[src/inc/pav_pkg.sv]
// Package with register map, field positions, codes and carriers for the management register bank.
// Operation
// - Parallel detection fault latches high in expansion register; management cannot write it.
// - Expansion bit reports whether the link partner offers a next page.
// - Local next page capable bit always reads zero.
// - Page received latches high on a new page; a read of expansion clears it.
// - Expansion bit shows link partner negotiation capability; resets to zero.
// - Reserved expansion bits read zero and writes to them are ignored.
// - Force 100 link bit reports good 100 Mbit/s link regardless of line.
// - Writing one to state machine reset resets PHY machines; bit self-clears when done.
// - Read/write preamble suppression control bit, reset value zero.
// - Writing one to sleep powers down all but oscillator and clock generator.
// - Clearing sleep keeps configuration and resets the PHY state machines.
// - Remote loop out routes received line data back to the transmit channel.
// - Negotiation completion loads four read-only result bits; all reset to one.
// - Five-bit read/write PHY address resets to 00001; sent MSB first on link.
// - PHY address 00000 sets the isolate bit of the basic control register.
// - Four-bit read-only monitor field shows negotiation progress codes 0000 to 1000.
package pav_pkg;

    // Register addresses on the management link.
    localparam logic [4:0] PAV_ADDR_EXPANSION   = 5'h06;
    localparam logic [4:0] PAV_ADDR_CONFIG      = 5'h10;
    localparam logic [4:0] PAV_ADDR_CONFIG_STAT = 5'h11;

    // Expansion register field positions.
    localparam int PAV_EXP_PDF     = 4;
    localparam int PAV_EXP_LP_NP   = 3;
    localparam int PAV_EXP_NP      = 2;
    localparam int PAV_EXP_PAGE_RX = 1;
    localparam int PAV_EXP_LP_AN   = 0;

    // Configuration register field positions.
    localparam int PAV_CFG_FORCE100 = 7;
    localparam int PAV_CFG_STATE_MACHINE_RESET    = 3;
    localparam int PAV_CFG_PREAMBLE = 2;
    localparam int PAV_CFG_SLEEP    = 1;
    localparam int PAV_CFG_LOOPOUT  = 0;

    // Configuration and status register field positions.
    localparam int PAV_CS_RESULT_LSB = 12;
    localparam int PAV_CS_RSVD_LSB   = 9;
    localparam int PAV_CS_ADDR_LSB   = 4;
    localparam int PAV_CS_MON_LSB    = 0;

    // Reset values.
    localparam logic [3:0] PAV_RESULT_RESET = 4'hf;
    localparam logic [4:0] PAV_ADDR_RESET   = 5'h01;
    localparam logic [4:0] PAV_ADDR_ISOLATE = 5'h00;
    localparam logic       PAV_LOCAL_NP     = 1'b0;

    // Length of the state machine reset pulse.
    localparam int         PAV_CLK_PERIOD_NS = 100;
    localparam int         PAV_STATE_MACHINE_RESET_TIME_NS = 1000;
    localparam int         PAV_STATE_MACHINE_RESET_CYC_INT =
        (PAV_STATE_MACHINE_RESET_TIME_NS + PAV_CLK_PERIOD_NS - 1) / PAV_CLK_PERIOD_NS;
    localparam logic [3:0] PAV_STATE_MACHINE_RESET_CYCLES  = 4'(PAV_STATE_MACHINE_RESET_CYC_INT);

    // Negotiation monitor codes.
    typedef enum logic [3:0] {
        PAV_MON_IDLE        = 4'h0,
        PAV_MON_ABILITY     = 4'h1,
        PAV_MON_ACK         = 4'h2,
        PAV_MON_ACK_FAIL    = 4'h3,
        PAV_MON_CONSIST     = 4'h4,
        PAV_MON_CONSIST_BAD = 4'h5,
        PAV_MON_PD_READY    = 4'h6,
        PAV_MON_PD_FAIL     = 4'h7,
        PAV_MON_COMPLETE    = 4'h8
    } pav_mon_t;

    // Management access request.
    typedef struct packed {
        logic        rd;
        logic        wr;
        logic [4:0]  addr;
        logic [15:0] wdata;
    } pav_mgmt_req_t;

    // Events and levels from the negotiation engine.
    typedef struct packed {
        logic       pd_fault;
        logic       page_rx;
        logic       partner_np;
        logic       partner_an;
        logic       an_done;
        logic [3:0] an_result;
        pav_mon_t   monitor;
    } pav_an_stat_t;

    // Controls that steer the PHY.
    typedef struct packed {
        logic       link_good_100;
        logic       sm_reset;
        logic       preamble_suppress;
        logic       sleep;
        logic       remote_loop_out;
        logic       isolate;
        logic [4:0] station_address;
    } pav_ctrl_t;

endpackage : pav_pkg

[src/design/pav_reset_seq.sv]
// Sequencer that stretches a reset request into a fixed-length state machine reset.
`timescale 1ns/10ps
module pav_reset_seq (
    // Clock and reset.
    input  wire logic ref_clk,
    input  wire logic rst_n,
    // Request and status.
    input  wire logic start,
    output logic      busy
);
    import pav_pkg::*;

    logic [3:0] count_q;

    // Loads the length on a request and counts down to zero.
    always_ff @(posedge ref_clk or negedge rst_n) begin
        if (!rst_n) begin
            count_q <= 4'h0;
        end else if (start) begin
            count_q <= PAV_STATE_MACHINE_RESET_CYCLES;
        end else if (count_q != 4'h0) begin
            count_q <= count_q - 4'h1;
        end
    end

    // Busy while the count runs.
    assign busy = (count_q != 4'h0);

endmodule : pav_reset_seq

[src/design/pav_regs.sv]
// Management register bank for expansion, vendor configuration and vendor status registers.
`timescale 1ns/10ps
module pav_regs (
    // Clock and reset.
    input  wire logic                   ref_clk,
    input  wire logic                   rst_n,
    // Management access.
    input  wire pav_pkg::pav_mgmt_req_t mgmt_req,
    output logic [15:0]                 mgmt_rdata,
    output logic                        mgmt_rvalid,
    // Negotiation engine status.
    input  wire pav_pkg::pav_an_stat_t  an_stat,
    input  wire logic                   line_link_100,
    // PHY controls.
    output pav_pkg::pav_ctrl_t          phy_ctrl
);
    import pav_pkg::*;

    // Expansion register state.
    logic       pd_fault_q;
    logic       page_rx_q;
    logic       partner_np_q;
    logic       partner_an_q;

    // Configuration register state.
    logic       force100_q;
    logic       state_machine_reset_req;
    logic       preamble_q;
    logic       sleep_q;
    logic       loopout_q;

    // Configuration and status register state.
    logic [3:0] result_q;
    logic [2:0] cs_rsvd_q;
    logic [4:0] address_q;
    logic [3:0] monitor_q;

    // Read data path.
    logic [15:0] rdata_d;
    logic [15:0] rdata_q;
    logic        rvalid_q;

    // Decoded accesses.
    logic wr_cfg;
    logic wr_cs;
    logic rd_exp;
    logic wake;
    logic seq_busy;

    // Address decode of the management strobes.
    assign wr_cfg = mgmt_req.wr && (mgmt_req.addr == PAV_ADDR_CONFIG);
    assign wr_cs  = mgmt_req.wr && (mgmt_req.addr == PAV_ADDR_CONFIG_STAT);
    assign rd_exp = mgmt_req.rd && (mgmt_req.addr == PAV_ADDR_EXPANSION);

    // Leaving sleep is a write that clears a set sleep bit.
    assign wake = wr_cfg && sleep_q && !mgmt_req.wdata[PAV_CFG_SLEEP];

    // Reset request from a written one or from waking up.
    assign state_machine_reset_req = (wr_cfg && mgmt_req.wdata[PAV_CFG_STATE_MACHINE_RESET]) || wake;

    // Sequencer that times the state machine reset.
    pav_reset_seq u_reset_seq (
        .ref_clk (ref_clk),
        .rst_n   (rst_n),
        .start   (state_machine_reset_req),
        .busy    (seq_busy)
    );

    // Parallel detection fault latches high; a read clears it, a new fault wins.
    always_ff @(posedge ref_clk or negedge rst_n) begin
        if (!rst_n) begin
            pd_fault_q <= 1'b0;
        end else if (an_stat.pd_fault) begin
            pd_fault_q <= 1'b1;
        end else if (rd_exp) begin
            pd_fault_q <= 1'b0;
        end
    end

    // Page received latches high; a read of the expansion register clears it.
    always_ff @(posedge ref_clk or negedge rst_n) begin
        if (!rst_n) begin
            page_rx_q <= 1'b0;
        end else if (an_stat.page_rx) begin
            page_rx_q <= 1'b1;
        end else if (rd_exp) begin
            page_rx_q <= 1'b0;
        end
    end

    // Link partner capability levels follow the negotiation engine.
    always_ff @(posedge ref_clk or negedge rst_n) begin
        if (!rst_n) begin
            partner_np_q <= 1'b0;
            partner_an_q <= 1'b0;
        end else begin
            partner_np_q <= an_stat.partner_np;
            partner_an_q <= an_stat.partner_an;
        end
    end

    // Writable configuration bits; they survive sleep untouched.
    always_ff @(posedge ref_clk or negedge rst_n) begin
        if (!rst_n) begin
            force100_q <= 1'b0;
            preamble_q <= 1'b0;
            loopout_q  <= 1'b0;
        end else if (wr_cfg) begin
            force100_q <= mgmt_req.wdata[PAV_CFG_FORCE100];
            preamble_q <= mgmt_req.wdata[PAV_CFG_PREAMBLE];
            loopout_q  <= mgmt_req.wdata[PAV_CFG_LOOPOUT];
        end
    end

    // Sleep bit, set and cleared by management.
    always_ff @(posedge ref_clk or negedge rst_n) begin
        if (!rst_n) begin
            sleep_q <= 1'b0;
        end else if (wr_cfg) begin
            sleep_q <= mgmt_req.wdata[PAV_CFG_SLEEP];
        end
    end

    // Negotiated mode loads on completion and otherwise holds.
    always_ff @(posedge ref_clk or negedge rst_n) begin
        if (!rst_n) begin
            result_q <= PAV_RESULT_RESET;
        end else if (an_stat.an_done) begin
            result_q <= an_stat.an_result;
        end
    end

    // Station address and the reserved storage of the status register.
    always_ff @(posedge ref_clk or negedge rst_n) begin
        if (!rst_n) begin
            address_q <= PAV_ADDR_RESET;
            cs_rsvd_q <= 3'h0;
        end else if (wr_cs) begin
            address_q <= mgmt_req.wdata[PAV_CS_ADDR_LSB +: 5];
            cs_rsvd_q <= mgmt_req.wdata[PAV_CS_RSVD_LSB +: 3];
        end
    end

    // Monitor code tracks the negotiation engine progress.
    always_ff @(posedge ref_clk or negedge rst_n) begin
        if (!rst_n) begin
            monitor_q <= PAV_MON_IDLE;
        end else begin
            case (an_stat.monitor)
                PAV_MON_IDLE,
                PAV_MON_ABILITY:     monitor_q <= an_stat.monitor;
                PAV_MON_ACK,
                PAV_MON_ACK_FAIL,
                PAV_MON_CONSIST,
                PAV_MON_CONSIST_BAD,
                PAV_MON_PD_READY,
                PAV_MON_PD_FAIL,
                PAV_MON_COMPLETE:    monitor_q <= an_stat.monitor;
                default:             monitor_q <= monitor_q;
            endcase
        end
    end

    // Read multiplexer; unused expansion and configuration bits and unmapped addresses read zero; status reserved bits read back their stored value.
    always_comb begin
        rdata_d = 16'h0000;
        case (mgmt_req.addr)
            PAV_ADDR_EXPANSION: begin
                rdata_d[PAV_EXP_PDF]     = pd_fault_q;
                rdata_d[PAV_EXP_LP_NP]   = partner_np_q;
                rdata_d[PAV_EXP_NP]      = PAV_LOCAL_NP;
                rdata_d[PAV_EXP_PAGE_RX] = page_rx_q;
                rdata_d[PAV_EXP_LP_AN]   = partner_an_q;
            end
            PAV_ADDR_CONFIG: begin
                rdata_d[PAV_CFG_FORCE100] = force100_q;
                rdata_d[PAV_CFG_STATE_MACHINE_RESET]    = seq_busy;
                rdata_d[PAV_CFG_PREAMBLE] = preamble_q;
                rdata_d[PAV_CFG_SLEEP]    = sleep_q;
                rdata_d[PAV_CFG_LOOPOUT]  = loopout_q;
            end
            PAV_ADDR_CONFIG_STAT: begin
                rdata_d[PAV_CS_RESULT_LSB +: 4] = result_q;
                rdata_d[PAV_CS_RSVD_LSB +: 3]   = cs_rsvd_q;
                rdata_d[PAV_CS_ADDR_LSB +: 5]   = address_q;
                rdata_d[PAV_CS_MON_LSB +: 4]    = monitor_q;
            end
            default: begin
                rdata_d = 16'h0000;
            end
        endcase
    end

    // Read data is captured in the cycle of the read strobe.
    always_ff @(posedge ref_clk or negedge rst_n) begin
        if (!rst_n) begin
            rdata_q  <= 16'h0000;
            rvalid_q <= 1'b0;
        end else begin
            rvalid_q <= mgmt_req.rd;
            if (mgmt_req.rd) begin
                rdata_q <= rdata_d;
            end
        end
    end

    assign mgmt_rdata  = rdata_q;
    assign mgmt_rvalid = rvalid_q;

    // Controls toward the PHY.
    assign phy_ctrl.link_good_100     = force100_q || line_link_100;
    assign phy_ctrl.sm_reset          = seq_busy;
    assign phy_ctrl.preamble_suppress = preamble_q;
    assign phy_ctrl.sleep             = sleep_q;
    assign phy_ctrl.remote_loop_out   = loopout_q;
    assign phy_ctrl.isolate           = (address_q == PAV_ADDR_ISOLATE);
    assign phy_ctrl.station_address   = address_q;

endmodule : pav_regs

[config.mk]
export PLATFORM = sky130hd
export DESIGN_NAME = pav_regs
export DESIGN_NICKNAME = d
export VERILOG_FILES = /design/src/inc/pav_pkg.sv /design/src/design/pav_reset_seq.sv /design/src/design/pav_regs.sv
export SDC_FILE = /design/constraint.sdc
export NUM_CORES = 1
export LEC_CHECK = 0
export ABC_CLOCK_PERIOD_IN_PS = 1800
export BUFFER_PORTS_ARGS = -buffer_cell sky130_fd_sc_hd__buf_4
export CORE_ASPECT_RATIO = 0.5
export CORE_MARGIN = 4
export CORE_UTILIZATION = 30
export CTS_CLUSTER_DIAMETER = 150
export DETAILED_ROUTE_END_ITERATION = 6
export GPL_TIMING_DRIVEN = 0
export PLACE_DENSITY_LB_ADDON = 0.1
export SETUP_SLACK_MARGIN = 0.15
export SLEW_MARGIN = 0
export SYNTH_ARGS = -nofsm -noshare
export SYNTH_HDL_FRONTEND = slang
export SYNTH_SLANG_ARGS = --single-unit
[constraint.sdc]
create_clock -name ref_clk -period 1.8 [get_ports ref_clk]
set_input_delay 0.36 -clock ref_clk [delete_from_list [all_inputs] [get_ports ref_clk]]
set_output_delay 0.36 -clock ref_clk [all_outputs]
set_load 0.02 [all_outputs]
==> impl_metrics.tcl <==
set metrics [dict create \
    worstRegToRegCells 8 \
    r2r-end "mgmt_rdata[3]" \
    grt_max_degree 46 \
    die_area_um2 7830 \
    cp_cell_sequence "inv_2, ha_4, or3b_4, buf_6, buf_6, buf_6" \
    cp.arrival_ns 1.58 \
    die_h_um 64.6 \
    syn_to_final_growth_pct 43.0 \
    critical_path_required_ns 1.44 \
    wire_per_inst_um 13.6 \
    hp-class "input port to asynchronous set/reset pin" \
    crit_top_cell "buf_6" \
    synth.top_cells.by_area "dfrtp_1, mux2_1, dfstp_2" \
    synth_cells 150 \
    worst_setup_path_endpoint "phy_ctrl[9]" \
    yosysTopAreaCell "dfrtp_1" \
    cellLeakagePower_uw 0.00134 \
    maxCapViolCount 0 \
    ys_ff_latch 45 \
    critPathKind "flop to output port" \
    seq_area_frac_synth 0.589 \
    hold_violations 0 \
    track_usage 0.114 \
    slowest_stage "dfrtp_1" \
    syn_avg_cell_area_um2 12.8 \
    path_depth 6 \
    setup_slack_ns -0.143 \
    synth_top_area_share 0.521 \
    met2_usage 0.193 \
    ys_warn_count 0 \
    status "complete, but fails checks" \
    worst_skew_pair.late_latency_ns 0.28 \
    end_kind "output port" \
    clock_power_share 0.314 \
    dp_hpwl_mm 3.15 \
    cp_max_fo 2 \
    met3_usage 0.0349 \
    viasPerCell 4.50 \
    cts_tree "yes" \
    worst_pin_slew_ns 0.585 \
    first_iter_violations 51 \
    slew_headroom 0.610 \
    cp.buffers_inverters 4 \
    r2r_slack_ns 0.07 \
    fin_cells 316 \
    gr-usage-met1 0.144 \
    top_usage_layer "met2" \
    multi_input_area_um2 731 \
    cp_top_family "buffers and inverters" \
    grt_pass1_wl_mm 7.03 \
    r2r-start "u_reset_seq.count_q[0]" \
    cts_buffer_depth 2 \
    p_int_uw 2150 \
    nNetsFinal 267 \
    clk_pin_slew_ns 0.07 \
    vdd_drop_max_v 0.000484 \
    fillCellCount 578 \
    drive_gt1_frac 0.443 \
    synth_area_um2 1920 \
    grt_pass1_vias 1482 \
    rows 20 \
    failed_checks "negative setup slack" \
    first_pass_iters 4 \
    drc 0 \
    finalSetupViolations 1 \
    register_area_um2 1130 \
    routed_wirelength_mm 4.30 \
    coreArea_um2 6130 \
    ys_types 39 \
    gp_congestion 0.708 \
    ant_nets 0 \
    p_comb_frac 0.267 \
    power_frac_seq 0.419 \
    die_w_um 121 \
    cpPeakStageDelay_ns 0.39 \
    period_needed_ns 1.94 \
    io_pins 67 \
    via_count 1421 \
    p_sw_uw 800 \
    whs_ns 0.0699 \
    cts_max_level 2 \
    antenna_found_initial 0 \
    pwr_density_cell_nw_per_um2 1070 \
    rsz0062_at_grt "true" \
    overflow 0 \
    diodes 0 \
    root_buffer "clkbuf_16" \
    dp.cells 299 \
    crit_start "u_reset_seq.count_q[0]" \
    switching_share 0.271 \
    start_util 0.313 \
    skew_ns 0.00601 \
    maxSlewViolCount 0 \
    crit_path_start_kind "flop" \
    cts.sinks 45 \
    period_share 1.08 \
    timing.fmax_mhz 515 \
    syn_nets 190 \
    numPortBuffers 61 \
    cts_buffers 5 \
]
state kept, by name, indices dropped and copies added (netlist names):
register / flops
u_reset_seq.count_q: 4
monitor_q: 4
page_rx_q: 1
partner_an_q: 1
loopout_q: 1
mgmt_rdata: 16
cs_rsvd_q: 3
address_q: 5
mgmt_rvalid: 1
sleep_q: 1
partner_np_q: 1
force100_q: 1
result_q: 4
preamble_q: 1
pd_fault_q: 1
routing by layer:
layer  wire (µm)  share of wire
met2        2090           0.49
met3         197          0.046
met5           0              0
met4          29         0.0067
met1        1980           0.46
cell usage in the layout, fill, tap and decap left out, drive strengths merged, types with 2 or more instances in the layout:
master   netlist  final
and3           3      3
o21ai          5      5
clkbuf         1      7
a21oi          5      5
nor2           5      5
nand2          7      7
a22o          10     10
buf            7     77
dfrtp         40     40
nand3          4      4
a22oi          2      2
and2           2      2
clkinv         0      2
inv            8      8
dfstp          5      5
nor2b          4      4
mux2          20     20
o2bb2ai        3      3
a21o           2      2
logic make-up (layout without fill, tap and decap cells):
family                     Yosys count  count (layout)  synth area share
and+or+nand+nor                     34              34             0.108
DFF                                 45              45             0.589
muxes                               21              21             0.122
buffers and inverters               16              94            0.0443
AOI/OAI and AO/OA                   32              32             0.125
xor gates and xnor gates             1               1           0.00456
adders and majority gates            1               1           0.00651
worst register-to-register path, stage by stage, from the launching register on:
cell and delay (ns):
dfrtp_1 0.39, inv_2 0.08, ha_4 0.13, or3b_4 0.37
buf_6 0.12, buf_4 0.14, and3b_1 0.17, a211oi_2 0.14
o2bb2ai_1 0.08
worst min path at each step:
stage               startpoint              to  slack [ns]  cells past startpoint
floorplan                rst_n    address_q[1]        0.06                      0
global placement         rst_n  mgmt_rdata[12]        0.40                      1
detailed placement       rst_n  mgmt_rdata[12]        0.40                      1
CTS                      rst_n  mgmt_rdata[12]        0.10                      1
global route             rst_n  mgmt_rdata[12]        0.14                      1
finish                   rst_n  mgmt_rdata[12]        0.07                      1
power groups by stage:
stage / sequential [µW] / combinational, µW / clock, µW
global route: 1250 / 874 / 1010
CTS: 1230 / 722 / 959
finish: 1240 / 787 / 926
floorplan: 1260 / 348 / 0
global placement: 1250 / 597 / 0
detailed placement: 1250 / 608 / 0
area by class of cell:
cell class / instances / share of cell area
flip-flops and latches: 45 / 0.412
multi-input cells: 89 / 0.266
repair buffers: 70 / 0.194
clock buffers: 6 / 0.0505
well taps: 88 / 0.0401
plain buffers: 8 / 0.0214
inverters: 8 / 0.0109
clock inverters: 2 / 0.00501
cells in the mapped netlist:
cell and n:
buf_4 4, a21oi_1 5, or3b_1 1, o21ai_1 3, a211oi_2 1, a221o_1 1
inv_1 8, nand4bb_1 1, nand2_1 7, or2_2 1, nand3_2 1, ha_1 1
nor2b_1 4, nor4b_2 1, nor3_1 1, and3b_1 1, a22oi_1 2, a22o_1 10
clkbuf_1 1, mux2_1 20, buf_6 1, xnor2_1 1, buf_2 2, nor3b_2 1
mux2i_1 1, a21o_1 2, or3_1 1, o21a_1 1, nor2_1 5, dfrtp_1 40
or4_1 1, o21bai_1 1, a211o_1 1, and2_1 2, dfstp_2 5, o2bb2ai_1 3
o21ai_0 2, nand3_1 3, and3_1 3
per-stage QoR:
| stage | cell area, µm² | power (µW) | util | worst slack (ns) | setup TNS (ns) |
|---|---|---|---|---|---|
| after floorplan | 1920 | 1610 | - | 0.167 | 0 |
| final | 2750 | 2950 | 0.448 | -0.143 | -0.143 |
| after global routing | 2750 | 3140 | 0.448 | -0.203 | -0.237 |
| after global placement | 2490 | 1850 | 0.406 | 0.0281 | 0 |
| after CTS | 2710 | 2910 | 0.441 | -0.152 | -0.172 |
| after detailed placement | 2490 | 1860 | 0.406 | 0.0163 | 0 |
timing repair:
action / CTS / global route
pin swaps: 5 / 3
gates resized for setup: 4 / 7
buffers inserted: 7 / 2
endpoints found under the setup margin: 3 / 5
hold buffers: 0 / 0
hold endpoints to repair: 0 / 0
Power figures use the tool's default switching activity.
